--- config.mk ---
export PLATFORM = sky130hd
export DESIGN_NAME = tac_cmd
export DESIGN_NICKNAME = d
export VERILOG_FILES = /design/src/tac_pkg.sv /design/src/tac_crc_if.sv /design/src/tac_cmd.sv /design/src/tac_crc8.sv
export SDC_FILE = /design/constraint.sdc
export NUM_CORES = 1
export LEC_CHECK = 0
export BUFFER_PORTS_ARGS = -buffer_cell sky130_fd_sc_hd__buf_2
export CORE_MARGIN = 1
export CORE_UTILIZATION = 50
export DETAILED_ROUTE_END_ITERATION = 12
export PLACE_DENSITY = 0.71
export SLEW_MARGIN = 40
export SYNTH_ARGS = -nofsm -noshare
export SYNTH_HDL_FRONTEND = slang
export SYNTH_SLANG_ARGS = --single-unit
--- constraint.sdc ---
create_clock -name ref_clk -period 5.51 [get_ports ref_clk]
set_input_delay 1.102 -clock ref_clk [delete_from_list [all_inputs] [get_ports ref_clk]]
set_output_delay 1.102 -clock ref_clk [all_outputs]
set_load 0.03 [all_outputs]
--- src/tac_pkg.sv ---
// constants, types and timing for the transponder command handler
//
// Contract
// - status query 0010/0110 returns status byte
// - status: command echo high, code low
// - status kept in ram, refreshed each session
// - 0001/0011 starts challenge-response authentication
// - challenge and response lengths from configuration
// - config bit 2 picks one-way or mutual
// - response is truncated block cipher output
// - response recommended 56 or 80 bits
// - 0111/1001 key stored at 0x7C0, three copies
// - config bit 6 marks key as encrypted
// - 1000/1011 key stored at 0x780, three copies
// - key learning answers status byte plus check
// - 0011/0101 sets nonvolatile enhanced flag
// - power-on inspects flag, sets field switch
// - battery session granted once per command
// - request opens with code and 4-bit check
// - payload always followed by 8-bit check
// - response starts with sync byte 0xFE
// - failure sends 1kHz wave, records cause
package tac_pkg;

	// ========================================================
	// command codes and their fixed checks
	localparam logic [3:0] CMD_AUTH = 4'h1;
	localparam logic [3:0] CHK_AUTH = 4'h3;
	localparam logic [3:0] CMD_STATUS = 4'h2;
	localparam logic [3:0] CHK_STATUS = 4'h6;
	localparam logic [3:0] CMD_ENH = 4'h3;
	localparam logic [3:0] CHK_ENH = 4'h5;
	localparam logic [3:0] CMD_KEY1 = 4'h7;
	localparam logic [3:0] CHK_KEY1 = 4'h9;
	localparam logic [3:0] CMD_KEY2 = 4'h8;
	localparam logic [3:0] CHK_KEY2 = 4'hB;

	// ========================================================
	// status codes in the low nibble
	localparam logic [3:0] ST_OK = 4'h0;
	localparam logic [3:0] ST_CHECK = 4'h1;
	localparam logic [3:0] ST_LEN = 4'h2;
	localparam logic [3:0] ST_CRC = 4'h3;
	localparam logic [3:0] ST_CFG = 4'h4;

	// ========================================================
	// configuration bytes, fields and key slots
	localparam logic [11:0] NV_CFG_AUTH = 12'h811;
	localparam logic [11:0] NV_CHAL_LEN = 12'h815;
	localparam logic [11:0] NV_RESP_LEN = 12'h816;
	localparam int CFG_MUTUAL_BIT = 2;
	localparam int CFG_SECURE_BIT = 6;
	localparam logic [11:0] KEY1_SLOT = 12'h7C0;
	localparam logic [11:0] KEY2_SLOT = 12'h780;
	localparam logic [11:0] KEY_COPY_STRIDE = 12'h010;
	localparam logic [11:0] ENH_FLAG_ADDR = 12'h827;
	localparam logic [7:0] ENH_FLAG_SET = 8'hA5;
	localparam logic [7:0] ENH_FLAG_CLR = 8'h00;
	localparam logic [1:0] KEY_COPIES = 2'h3;

	// ========================================================
	// frame layout
	localparam logic [7:0] SYNC_BYTE = 8'hFE;
	localparam logic [7:0] CRC_POLY = 8'h07;
	localparam logic [7:0] CMD_BITS = 8'h08;
	localparam logic [7:0] CHK_BITS = 8'h08;
	localparam logic [7:0] KEY_BITS = 8'h80;
	localparam logic [7:0] MAX_PAY_BITS = 8'h80;

	// ========================================================
	// register map and reset values
	localparam logic [7:0] REG_CFG = 8'h00;
	localparam logic [7:0] REG_CHAL = 8'h04;
	localparam logic [7:0] REG_RESP = 8'h08;
	localparam logic [7:0] REG_STATUS = 8'h0C;
	localparam logic [7:0] REG_ENH = 8'h10;
	localparam logic [7:0] RST_CFG = 8'h00;
	localparam logic [7:0] RST_CHAL = 8'h80;
	localparam logic [7:0] RST_RESP = 8'h50;
	localparam logic [1:0] BOOT_WAIT = 2'h3;

	// ========================================================
	// timing
	localparam int CLK_NS = 10;
	localparam int TURN_NS = 2000000;
	localparam int TURN_CYC = TURN_NS / CLK_NS;
	localparam int ERR_HZ = 1000;
	localparam int ERR_HALF_NS = 1000000000 / (2 * ERR_HZ);
	localparam int ERR_HALF_CYC = ERR_HALF_NS / CLK_NS;
	localparam logic [3:0] ERR_HALVES = 4'h8;

	// ========================================================
	// handler states
	typedef enum logic [8:0] {
		S_BOOT = 9'h001,
		S_IDLE = 9'h002,
		S_RX = 9'h004,
		S_CHECK = 9'h008,
		S_AUTH = 9'h010,
		S_NVW = 9'h020,
		S_TURN = 9'h040,
		S_TX = 9'h080,
		S_ERR = 9'h100
	} tac_state_type;

endpackage

--- src/tac_crc_if.sv ---
// bundle between the handler and its serial check engine
`timescale 1ns/1ps
interface tac_crc_if;
	logic clr;
	logic en;
	logic din;
	logic [7:0] crc;
	modport eng(input clr, input en, input din, output crc);
	modport user(output clr, output en, output din, input crc);
endinterface

--- src/tac_cmd.sv ---
// transponder command handler: status, authentication, key learning, enhanced mode
`timescale 1ns/1ps
module tac_cmd #(
	parameter int unsigned TURN_CYCLES = tac_pkg::TURN_CYC,
	parameter int unsigned ERR_HALF_CYCLES = tac_pkg::ERR_HALF_CYC
) (
	// clock and reset
	input wire logic ref_clk,
	input wire logic rst_n,
	// register bus
	input wire logic hsel,
	input wire logic [31:0] haddr,
	input wire logic [1:0] htrans,
	input wire logic hwrite,
	input wire logic [2:0] hsize,
	input wire logic [31:0] hwdata,
	input wire logic hready,
	output logic hreadyout,
	output logic hresp,
	output logic [31:0] hrdata,
	// lf link, bit clock and gate from the demodulator
	input wire logic lf_clk,
	input wire logic lf_rx,
	input wire logic lf_frame,
	output logic lf_tx,
	output logic lf_tx_en,
	// cipher engine
	output logic aes_start,
	output logic [127:0] aes_data,
	output logic aes_mutual,
	input wire logic aes_done,
	input wire logic [127:0] aes_result,
	// nonvolatile store
	output logic nvm_wr,
	output logic [11:0] nvm_addr,
	output logic [127:0] nvm_wdata,
	output logic key_secure,
	input wire logic nvm_done,
	input wire logic enh_flag_nv,
	// supply control
	output logic field_supply_state
);
	typedef struct packed {
		logic [2:0] lclk;
		logic [1:0] rxd;
		logic [2:0] frm;
		tac_pkg::tac_state_type st;
		logic [1:0] bootcnt;
		logic boot;
		logic [7:0] cnt;
		logic [7:0] cmdb;
		logic [135:0] pay;
		logic [143:0] tx_buf;
		logic [7:0] tx_len;
		logic [7:0] tx_cnt;
		logic [31:0] timer;
		logic [3:0] half;
		logic [1:0] copy;
		logic [1:0] copies;
		logic [7:0] status;
		logic [7:0] cfg;
		logic [7:0] chal;
		logic [7:0] resp;
		logic a_wr;
		logic [7:0] a_addr;
		logic [31:0] hrdata;
		logic hreadyout;
		logic hresp;
		logic lf_tx;
		logic lf_tx_en;
		logic aes_start;
		logic [127:0] aes_data;
		logic aes_mutual;
		logic nvm_wr;
		logic [11:0] nvm_addr;
		logic [127:0] nvm_wdata;
		logic key_secure;
		logic field_batt;
	} tac_reg_type;

	tac_reg_type r;
	tac_reg_type n;
	tac_crc_if crc_if();
	logic crc_clr;
	logic crc_en;
	logic crc_din;
	logic lf_rise;
	logic [3:0] cmd;
	logic [3:0] chk;
	logic [3:0] code;
	logic [7:0] exp_len;
	logic known;
	logic tx_bit;

	tac_crc8 #(
		.POLY(tac_pkg::CRC_POLY)
	) u_crc (
		.ref_clk(ref_clk),
		.rst_n(rst_n),
		.c(crc_if)
	);

	assign crc_if.clr = crc_clr;
	assign crc_if.en = crc_en;
	assign crc_if.din = crc_din;

	// ========================================================
	// next state
	always_comb begin
		n = r;
		crc_clr = 1'b0;
		crc_en = 1'b0;
		crc_din = 1'b0;
		cmd = r.cmdb[7:4];
		chk = r.cmdb[3:0];
		code = tac_pkg::ST_OK;
		exp_len = 8'h00;
		known = 1'b1;
		tx_bit = 1'b0;
		// link pins are foreign, two flops before any use
		n.lclk = {r.lclk[1:0], lf_clk};
		n.rxd = {r.rxd[0], lf_rx};
		n.frm = {r.frm[1:0], lf_frame};
		lf_rise = r.lclk[1] & ~r.lclk[2];
		n.aes_start = 1'b0;
		n.nvm_wr = 1'b0;

		// bus slave: zero wait states, answers always okay
		if (hready) begin
			n.a_wr = hsel & htrans[1] & hwrite;
			n.a_addr = haddr[7:0];
		end
		if (r.a_wr) begin
			unique case (r.a_addr)
				tac_pkg::REG_CFG: n.cfg = hwdata[7:0];
				tac_pkg::REG_CHAL: n.chal = hwdata[7:0];
				tac_pkg::REG_RESP: n.resp = hwdata[7:0];
				default: ;
			endcase
		end
		if (hready & hsel & htrans[1] & ~hwrite) begin
			unique case (haddr[7:0])
				tac_pkg::REG_CFG: n.hrdata = {24'h000000, r.cfg};
				tac_pkg::REG_CHAL: n.hrdata = {24'h000000, r.chal};
				tac_pkg::REG_RESP: n.hrdata = {24'h000000, r.resp};
				tac_pkg::REG_STATUS: n.hrdata = {24'h000000, r.status};
				tac_pkg::REG_ENH: n.hrdata = {30'h00000000, enh_flag_nv, r.field_batt};
				default: n.hrdata = 32'h00000000;
			endcase
		end

		// expected check and payload length per command
		unique case (cmd)
			tac_pkg::CMD_STATUS: known = (chk == tac_pkg::CHK_STATUS);
			tac_pkg::CMD_ENH: known = (chk == tac_pkg::CHK_ENH);
			tac_pkg::CMD_AUTH: begin
				known = (chk == tac_pkg::CHK_AUTH);
				exp_len = r.chal;
			end
			tac_pkg::CMD_KEY1: begin
				known = (chk == tac_pkg::CHK_KEY1);
				exp_len = tac_pkg::KEY_BITS;
			end
			tac_pkg::CMD_KEY2: begin
				known = (chk == tac_pkg::CHK_KEY2);
				exp_len = tac_pkg::KEY_BITS;
			end
			default: known = 1'b0;
		endcase
		// error priority: check, configuration, length, payload check
		if (!known) begin
			code = tac_pkg::ST_CHECK;
		end else if (cmd == tac_pkg::CMD_AUTH && (r.chal > tac_pkg::MAX_PAY_BITS
				|| r.resp > tac_pkg::MAX_PAY_BITS || r.resp == 8'h00)) begin
			code = tac_pkg::ST_CFG;
		end else if (exp_len == 8'h00 ? r.cnt != tac_pkg::CMD_BITS
				: r.cnt != tac_pkg::CMD_BITS + tac_pkg::CHK_BITS + exp_len) begin
			code = tac_pkg::ST_LEN;
		end else if (exp_len != 8'h00 && crc_if.crc != 8'h00) begin
			code = tac_pkg::ST_CRC;
		end

		unique case (r.st)
			// stored flag is caught after release, once the store has settled
			tac_pkg::S_BOOT: begin
				n.bootcnt = r.bootcnt + 2'h1;
				if (r.bootcnt == tac_pkg::BOOT_WAIT) begin
					n.field_batt = enh_flag_nv;
					if (enh_flag_nv) begin
						// clearing the flag grants one battery session only
						n.boot = 1'b1;
						n.nvm_wr = 1'b1;
						n.nvm_addr = tac_pkg::ENH_FLAG_ADDR;
						n.nvm_wdata = {120'h0, tac_pkg::ENH_FLAG_CLR};
						n.copy = 2'h0;
						n.copies = 2'h1;
						n.st = tac_pkg::S_NVW;
					end else begin
						n.st = tac_pkg::S_IDLE;
					end
				end
			end
			tac_pkg::S_IDLE: begin
				if (r.frm[1] & ~r.frm[2]) begin
					n.cnt = 8'h00;
					n.pay = '0; // short challenges must arrive right aligned, no stale bits
					crc_clr = 1'b1;
					n.st = tac_pkg::S_RX;
				end
			end
			// command field first, then payload and its check through the engine
			tac_pkg::S_RX: begin
				if (lf_rise & r.frm[1]) begin
					if (r.cnt < tac_pkg::CMD_BITS) begin
						n.cmdb = {r.cmdb[6:0], r.rxd[1]};
					end else begin
						n.pay = {r.pay[134:0], r.rxd[1]};
						crc_en = 1'b1;
						crc_din = r.rxd[1];
					end
					if (r.cnt != 8'hFF) begin
						n.cnt = r.cnt + 8'h01;
					end
				end
				if (~r.frm[1] & r.frm[2]) begin
					n.st = tac_pkg::S_CHECK;
				end
			end
			tac_pkg::S_CHECK: begin
				// a query reports the previous session before being recorded
				n.tx_buf = {tac_pkg::SYNC_BYTE, r.status, 128'h0};
				n.tx_len = tac_pkg::CMD_BITS + tac_pkg::CMD_BITS;
				n.status = {cmd, code};
				n.timer = 32'h00000000;
				n.half = 4'h0;
				n.copy = 2'h0;
				n.boot = 1'b0;
				if (code != tac_pkg::ST_OK) begin
					n.lf_tx = 1'b0;
					n.st = tac_pkg::S_ERR;
				end else begin
					unique case (cmd)
						tac_pkg::CMD_AUTH: begin
							n.aes_start = 1'b1;
							n.aes_data = r.pay[135:8];
							n.aes_mutual = r.cfg[tac_pkg::CFG_MUTUAL_BIT];
							n.st = tac_pkg::S_AUTH;
						end
						tac_pkg::CMD_KEY1, tac_pkg::CMD_KEY2: begin
							n.nvm_wr = 1'b1;
							n.nvm_addr = (cmd == tac_pkg::CMD_KEY1) ? tac_pkg::KEY1_SLOT
								: tac_pkg::KEY2_SLOT;
							n.nvm_wdata = r.pay[135:8];
							n.key_secure = r.cfg[tac_pkg::CFG_SECURE_BIT];
							n.copies = tac_pkg::KEY_COPIES;
							n.st = tac_pkg::S_NVW;
						end
						tac_pkg::CMD_ENH: begin
							n.nvm_wr = 1'b1;
							n.nvm_addr = tac_pkg::ENH_FLAG_ADDR;
							n.nvm_wdata = {120'h0, tac_pkg::ENH_FLAG_SET};
							n.copies = 2'h1;
							n.st = tac_pkg::S_NVW;
						end
						default: n.st = tac_pkg::S_TURN;
					endcase
				end
			end
			// cipher output is left aligned; only the configured bits go out
			tac_pkg::S_AUTH: begin
				if (aes_done) begin
					n.tx_buf = {tac_pkg::SYNC_BYTE, aes_result, 8'h00};
					n.tx_len = tac_pkg::CMD_BITS + r.resp;
					n.st = tac_pkg::S_TURN;
				end
			end
			tac_pkg::S_NVW: begin
				if (nvm_done) begin
					if (r.copy + 2'h1 < r.copies) begin
						n.copy = r.copy + 2'h1;
						n.nvm_addr = r.nvm_addr + tac_pkg::KEY_COPY_STRIDE;
						n.nvm_wr = 1'b1;
					end else if (r.boot) begin
						n.st = tac_pkg::S_IDLE;
					end else begin
						// key and flag commands answer with the fresh status
						n.tx_buf = {tac_pkg::SYNC_BYTE, r.status, 128'h0};
						n.st = tac_pkg::S_TURN;
					end
				end
			end
			tac_pkg::S_TURN: begin
				n.timer = r.timer + 32'h00000001;
				if (r.timer == TURN_CYCLES - 1) begin
					n.tx_cnt = 8'h00;
					crc_clr = 1'b1;
					n.st = tac_pkg::S_TX;
				end
			end
			// sync byte is not covered by the check; check bits follow payload
			tac_pkg::S_TX: begin
				if (lf_rise) begin
					if (r.tx_cnt == r.tx_len + tac_pkg::CHK_BITS) begin
						n.lf_tx_en = 1'b0;
						n.lf_tx = 1'b0;
						n.st = tac_pkg::S_IDLE;
					end else begin
						if (r.tx_cnt == r.tx_len) begin
							tx_bit = crc_if.crc[7];
							n.tx_buf = {crc_if.crc[6:0], 137'h0};
						end else begin
							tx_bit = r.tx_buf[143];
							n.tx_buf = {r.tx_buf[142:0], 1'b0};
						end
						if (r.tx_cnt >= tac_pkg::CMD_BITS && r.tx_cnt < r.tx_len) begin
							crc_en = 1'b1;
							crc_din = tx_bit;
						end
						n.lf_tx = tx_bit;
						n.lf_tx_en = 1'b1;
						n.tx_cnt = r.tx_cnt + 8'h01;
					end
				end
			end
			// failure wave runs on the local clock, no lf edges needed
			tac_pkg::S_ERR: begin
				n.lf_tx_en = 1'b1;
				n.timer = r.timer + 32'h00000001;
				if (r.timer == ERR_HALF_CYCLES - 1) begin
					n.timer = 32'h00000000;
					n.lf_tx = ~r.lf_tx;
					n.half = r.half + 4'h1;
					if (r.half == tac_pkg::ERR_HALVES - 4'h1) begin
						n.lf_tx_en = 1'b0;
						n.lf_tx = 1'b0;
						n.st = tac_pkg::S_IDLE;
					end
				end
			end
		endcase
	end

	// ========================================================
	// state register
	always_ff @(posedge ref_clk) begin
		if (!rst_n) begin
			r <= '0;
			r.st <= tac_pkg::S_BOOT;
			r.cfg <= tac_pkg::RST_CFG;
			r.chal <= tac_pkg::RST_CHAL;
			r.resp <= tac_pkg::RST_RESP;
			r.hreadyout <= 1'b1;
		end else begin
			r <= n;
		end
	end

	// ========================================================
	// outputs, all straight from the state register
	assign hreadyout = r.hreadyout;
	assign hresp = r.hresp;
	assign hrdata = r.hrdata;
	assign lf_tx = r.lf_tx;
	assign lf_tx_en = r.lf_tx_en;
	assign aes_start = r.aes_start;
	assign aes_data = r.aes_data;
	assign aes_mutual = r.aes_mutual;
	assign nvm_wr = r.nvm_wr;
	assign nvm_addr = r.nvm_addr;
	assign nvm_wdata = r.nvm_wdata;
	assign key_secure = r.key_secure;
	assign field_supply_state = r.field_batt;
endmodule

--- src/tac_crc8.sv ---
// bit-serial 8-bit check engine shared by receive and transmit
`timescale 1ns/1ps
module tac_crc8 #(
	parameter logic [7:0] POLY = tac_pkg::CRC_POLY
) (
	// clock and reset
	input wire logic ref_clk,
	input wire logic rst_n,
	// engine side of the bundle
	tac_crc_if.eng c
);
	typedef struct packed {
		logic [7:0] crc;
	} tac_crc_state_type;

	tac_crc_state_type r;
	tac_crc_state_type n;

	// ========================================================
	// msb-first shift, zero preset so a trailing check gives zero
	always_comb begin
		n = r;
		if (c.clr) begin
			n.crc = 8'h00;
		end else if (c.en) begin
			n.crc = {r.crc[6:0], 1'b0} ^ ((r.crc[7] ^ c.din) ? POLY : 8'h00);
		end
	end

	always_ff @(posedge ref_clk) begin
		if (!rst_n) begin
			r <= '0;
		end else begin
			r <= n;
		end
	end

	assign c.crc = r.crc;
endmodule

# ---- Word level (Yosys, flattened, before mapping)
# Index checks and enable logic that the tools add are counted.
dict set report totals {
  regBits 728
  input_bits 208
  word_cells 264
}
dict set report classes {
  n_addsub 10
  n_lt_le_gt_ge 6
  eq_ne 55
  n_mux 94
  bitwise_logic 19
  n_reduce_logical 46
}
# operator count
set ops {}
lappend ops {{two-way mux 144 bit} 6}
lappend ops {{case mux 144 bit (4 select lines)} 1}
lappend ops {{two-way mux 152 bit} 2}
lappend ops {{two-way mux 141 bit} 2}
lappend ops {{case mux 141 bit (2 select lines)} 1}
lappend ops {{two-way mux 136 bit} 2}
lappend ops {{case mux 136 bit (2 select lines)} 1}
lappend ops {{case mux 128 bit (2 select lines)} 1}
lappend ops {{two-way mux 142 bit} 1}
lappend ops {{two-way mux 130 bit} 1}
lappend ops {{two-way mux 9 bit} 12}
lappend ops {{case mux 32 bit (3 select lines)} 1}
lappend ops {{case mux 9 bit (9 select lines)} 1}
lappend ops {{case mux 8 bit (2 select lines)} 4}
lappend ops {{two-way mux 8 bit} 6}
lappend ops {{inequality test 2 bit (second input constant)} 20}
lappend ops {{case mux 8 bit (5 select lines)} 1}
lappend ops {{case mux 13 bit (3 select lines)} 1}
lappend ops {{two-way mux 36 bit} 1}
lappend ops {{adder 32 x 1 -> 32 bit (second input constant)} 1}
lappend ops {{equality test 32 x 16 -> 1 bit (second input constant)} 1}
lappend ops {{equality test 32 x 18 -> 1 bit (second input constant)} 1}
lappend ops {{zero test 8 bit} 4}
lappend ops {{two-way mux 13 bit} 2}
lappend ops {{65 further kinds} 156}

# ---- Depth between registers and ports, before layout
dict set report depth {
  word_depth 12
  ltp_mapped 16
  mapped_depth_nobuf 12
}

# ---- Cells and area by module
# A second synthesis with hierarchy kept.
dict set report hier_totals {
  hier_cells 3406
  hier_area_um2 29487.0
}
# mod n_inst cells_each area_each_um2 seq_area_each_um2
set modules_own_cells {}
lappend modules_own_cells {tac_cmd 1 3373 29144.2 13693.1}
lappend modules_own_cells {tac_crc8 1 33 342.8 160.2}

# ---- Least setup slack after synthesis
# No wires, ideal clock.
dict set report synth_path {
  kind {register to register}
  start {register r (netlist bit cmd[2])}
  end {register r (netlist bit nvm_wdata[5])}
  setup_ns 0.070
  t_arrival_ns 3.297
  slack_ns 2.143
  stages_incl_launch_ff 15
  n_path_buf 2
  cell_sequence {dfxtp_1 > nor4b_1 > clkbuf_1 > and2_1 > inv_1 > ha_1 > xor2_1 > a211oi_1 > a31oi_1 > nor2_1 > a31oi_2 > or3_1 > buf_2 > or3_1 > a21oi_1}
}
dict set report synth_between {
  elab_chain_len 12
  elab_cells_between_ends 26
  cone_classes {add/sub (1); eq/ne (8); mux (10); reduce/logical (7)}
}
# element line
set synth_rtl {}
lappend synth_rtl {{start, declared} tac_cmd.sv:81} ;# tac_reg_type r;
lappend synth_rtl {{start signal, assigned} tac_cmd.sv:354} ;# r <= n;
lappend synth_rtl {{equality test 4 x 3 -> 1 bit or equality test 4 bit (tied branches)} {tac_cmd.sv:153, tac_cmd.sv:242}}
lappend synth_rtl {{OR reduction 2 bit (no source line)} n/a}
lappend synth_rtl {{case mux 8 bit (2 select lines)} tac_cmd.sv:153} ;# unique case (cmd)
lappend synth_rtl {{adder 5 x 8 -> 8 bit or nonzero test 8 bit (tied branches)} {tac_cmd.sv:177, tac_cmd.sv:179}}
lappend synth_rtl {{inequality test 8 bit or logical AND 1 bit (tied branches)} {tac_cmd.sv:177, tac_cmd.sv:179}}
lappend synth_rtl {{two-way mux 1 bit or two-way mux 2 bit (tied branches)} {tac_cmd.sv:176, tac_cmd.sv:179}}
lappend synth_rtl {{two-way mux 2 bit} tac_cmd.sv:176} ;# end else if (exp_len == 8'h00 ? r.cnt != tac_pkg::CMD_BITS
lappend synth_rtl {{two-way mux 3 bit} tac_cmd.sv:173} ;# end else if (cmd == tac_pkg::CMD_AUTH && (r.chal > tac_pkg::MAX_PAY_BITS
lappend synth_rtl {{two-way mux 3 bit} tac_cmd.sv:171} ;# if (!known) begin
lappend synth_rtl {{nonzero test 4 bit} tac_cmd.sv:238} ;# if (code != tac_pkg::ST_OK) begin
lappend synth_rtl {{inequality test 2 bit (no source line)} n/a}
lappend synth_rtl {{AND reduction 5 bit (no source line)} n/a}
# Several ways; a longest one is shown, not always the timed one. The select of a mux whose other input is x is not followed.
# A chain may end at the register's enable or synchronous reset.

# ---- Final worst setup path
dict set report layout_path {
  start {register r (netlist bit cmd[1])}
  end {register r (netlist bit aes_data[72])}
}
dict set report layout_between {
  elab_chain_len 12
  elab_cells_between_ends 22
  cone_classes {add/sub (1); eq/ne (6); mux (7); bitwise (1); reduce/logical (7)}
}
# element line
set layout_rtl {}
lappend layout_rtl {{equality test 4 x 3 -> 1 bit or equality test 4 bit (tied branches)} tac_cmd.sv:153}
lappend layout_rtl {{OR reduction 2 bit (no source line)} n/a}
lappend layout_rtl {{case mux 8 bit (2 select lines)} tac_cmd.sv:153}
lappend layout_rtl {{adder 5 x 8 -> 8 bit or nonzero test 8 bit (tied branches)} {tac_cmd.sv:177, tac_cmd.sv:179}}
lappend layout_rtl {{inequality test 8 bit or logical AND 1 bit (tied branches)} {tac_cmd.sv:177, tac_cmd.sv:179}}
lappend layout_rtl {{two-way mux 1 bit or two-way mux 2 bit (tied branches)} {tac_cmd.sv:176, tac_cmd.sv:179}}
lappend layout_rtl {{two-way mux 2 bit} tac_cmd.sv:176}
lappend layout_rtl {{two-way mux 3 bit} tac_cmd.sv:173}
lappend layout_rtl {{two-way mux 3 bit} tac_cmd.sv:171}
lappend layout_rtl {{nonzero test 4 bit} tac_cmd.sv:238}
lappend layout_rtl {{inverter 1 bit (no source line)} n/a}
lappend layout_rtl {{AND reduction 3 bit (no source line) (*)} n/a}
# Mark *: on every way between the ends. The rest lies on a longest branch, timed or not.

==> summary.txt <==
Worst skew pair latency: 0.61 ns
Worst R2R Setup Slack: 1.53 ns
Initial antenna violation count: 7
Fin crit period: 3.98 ns
CTS tree: built
DP Area: 29800 µm²
Die area: 59500 µm²
Overall routing resource usage: 0.235
Area of the multi-input gates: 12300 µm²
Combinational share of power: 0.068
Worst flop-to-flop path startpoint: cmd[1]
Root buf cell: clkbuf_16
Worst-path maximum fanout: 50
Synth Instances: 3376
Slew HR: 0.464
Commonest cells after routing, fill and taps aside: dfxtp_1 (692), nor2_1 (540), buf_2 (437)
DR vias: 23600
Num CTS Buffers: 73
Internal power: 0.00837 W
Length in cells of the worst reg-to-reg path: 14
Placed cell count: 4088
DRC viols: 0
Port bufs: 437
MaxCap Viol Count: 0
Dpl hpwl: 47100 µm
CP startpoint kind: flop
Starting Density: 0.506
Asr flop ratio synth: 0
Setup_tns: 0 ns
Die Span Y: 244 µm
Setup Fix Bufs, Post-CTS: 0
Clock share of power: 0.452
# nets final: 3629
Synth Flop Type: dfxtp_1
Worst path required time: 6.03 ns
Status: complete, no violations
Seq/Total Area, Yosys: 0.473
Core Area: 57800 µm²
CTS clk-pin slew, worst paths: 0.06 ns
CTS sink count: 692
DR vias/cell: 5.58
Reg2reg end: aes_data[72]
Post-CTS sizing: 0
Leak: 12.1 nW
Flops & latches, synth: 692
Endpoint, Worst Hold: r[718]
Post-layout instance area: 32300 µm²
Num ports: 517
GRT overflow: 0
Pwr Density: 340 nW/µm²
Worst Hold Class: reg -> reg
Distinct cells, synth: 68
Area growth, synth to finish: 10.3%
Power share of the sequential group: 0.480
Worst clock skew: 0.0242 ns
Largest net degree at the start of global routing: 172
Wl on met1: 32500 µm
Yosys warning count: 0
Sw Pwr: 0.00262 W
RSZ-0062 raised after global routing: false
Crit path from: cmd[1]
Hold depth: 1
Share of layout cells above drive strength 1: 0.180
Slew Viols, Final: 0
Crit path DAT: 4.49 ns
Worst-margin pin slew: 0.803 ns
Hold wc startpoint: n[718]
Synthesized cell area: 29300 µm²
Worst Setup Slack, final: 1.53 ns
Sw frac: 0.238
Routed WL per cell: 17.3 µm
Period utilization: 0.721
CTS H-Tree Depth: 3
Final setup fails: 0
Setup CP Type: reg -> reg
WL met3: 5840 µm
Worst VDD drop: 280 µV
Vias in the first global route: 21300
Met2 routed WL: 32400 µm
Final core occ: 0.559
Top Layer Used: met5
First-pass GRT wire length: 115000 µm
DRT Pass-1 Iters: 6
Die width: 244 µm
# rows: 88
Worst setup EP type: flop
Routability cong.: 0.859
Number of routed nets with antenna violations: 0
Post-synth EDFFs: 0
Fmax: 252 MHz
Max clock buf depth: 3
Synth Area per Inst: 8.67 µm²
Hold-fix buffers at CTS: 0
Final hold vios: 0
Commonest non-fill, non-tap cell in the layout: dfxtp_1
Post-route insts no fill: 4225
Register area: 13900 µm²
Detailed Route WL: 73000 µm
Initial DRC Count: 1715
FILL cells: 5244
Setup slack after placement: 1.56 ns
-- cell usage after synthesis, types with 8 or more instances --
master	instances	area (µm²)
dfxtp_1	692	13900
nor2_1	542	2030
a22oi_1	380	2850
nand2_1	352	1320
buf_4	302	2270
a21oi_1	210	1050
clkbuf_1	209	785
a211oi_1	135	1010
nand3_1	60	300
mux2i_1	50	500
xnor2_1	34	298
buf_2	32	160
nor3_1	30	150
xor2_1	28	245
inv_1	27	101
o21ai_0	25	125
ha_1	21	263
nand4_1	20	125
nand2b_1	16	100
nor4_1	16	100
and3_1	15	93.8
and2_1	12	75.1
or3_1	12	75.1
o31a_1	10	87.6
or4_1	10	75.1
a311oi_1	9	78.8
a22o_1	8	70.1
a31oi_1	8	50.1
-- stage by stage --
stage          hold WS (ns)  total power (W)
2_1_floorplan         0.412          0.00591
3_3_place_gp          0.417          0.00610
3_5_place_dp          0.419          0.00611
4_1_cts               0.428           0.0111
5_1_grt               0.436           0.0114
6_report              0.422           0.0110
-- how the worst max path moves through the flow --
stage / end / slack, ns / depth (start not counted)
after floorplan: nvm_wdata[5] / 2.14 / 14
after global placement: aes_data[57] / 1.62 / 14
after detailed placement: nvm_wdata[67] / 1.56 / 14
after CTS: nvm_wdata[87] / 1.53 / 14
after global routing: aes_data[21] / 1.27 / 10
final: aes_data[72] / 1.53 / 14
-- metal layers --
layer  up-vias  global-route usage
met5         -                   0
met4        10              0.0862
met3       128              0.0616
met2       727               0.358
met1     11100               0.318
li1      11600                   -
-- worst max-delay path, cell delays in order, from the launching register on --
cell      delay (ns)
dfxtp_1         0.49
nor4b_2         0.40
buf_4           0.24
and2_1          0.16
inv_1           0.05
ha_1            0.28
xor2_1          0.16
a211oi_1        0.18
a31oi_1         0.09
nor2_1          0.24
a41o_1          0.26
and4_4          0.68
buf_4           0.35
nand2_1         0.08
a21oi_1         0.18
-- flip-flops by register name, indices dropped and copies added (netlist names), 4 cells and up --
signal / flops
aes_data: 128
chk: 4
cmd: 4
hrdata: 8
n: 5
nvm_addr: 9
nvm_wdata: 128
r: 391
u_crc.c.crc: 8
-- power by group through the flow --
stage | Sequential, W | Clock [W] | Combinational (W)
after global placement | 0.00538 | 0 | 0.000718
after global routing | 0.00529 | 0.00528 | 0.000834
after CTS | 0.00527 | 0.00508 | 0.000736
after floorplan | 0.00535 | 0 | 0.000561
after detailed placement | 0.00538 | 0 | 0.000732
final | 0.00527 | 0.00496 | 0.000747
-- cell families (layout without fill, tap and decap cells) --
group / after synthesis / count (layout) / synth area share
and+or+nand+nor: 1136 / 1136 / 0.167
buffers and inverters: 578 / 635 / 0.114
other: 2 / 29 / 0.000257
DFF: 692 / 692 / 0.473
muxes: 58 / 58 / 0.0229
xor gates and xnor gates: 62 / 62 / 0.0186
adders and majority gates: 21 / 21 / 0.00898
AOI/OAI and AO/OA: 827 / 827 / 0.194
-- layout make-up --
type / instances / area share
sequential: 692 / 0.429
timing repair buffer: 474 / 0.0826
clock inverter: 27 / 0.00984
inverter: 28 / 0.00364
antenna: 2 / 0.000155
tap: 765 / 0.0296
clock buffer: 106 / 0.0657
multi-input combinational: 2131 / 0.379
Power figures use the tool's default switching activity.
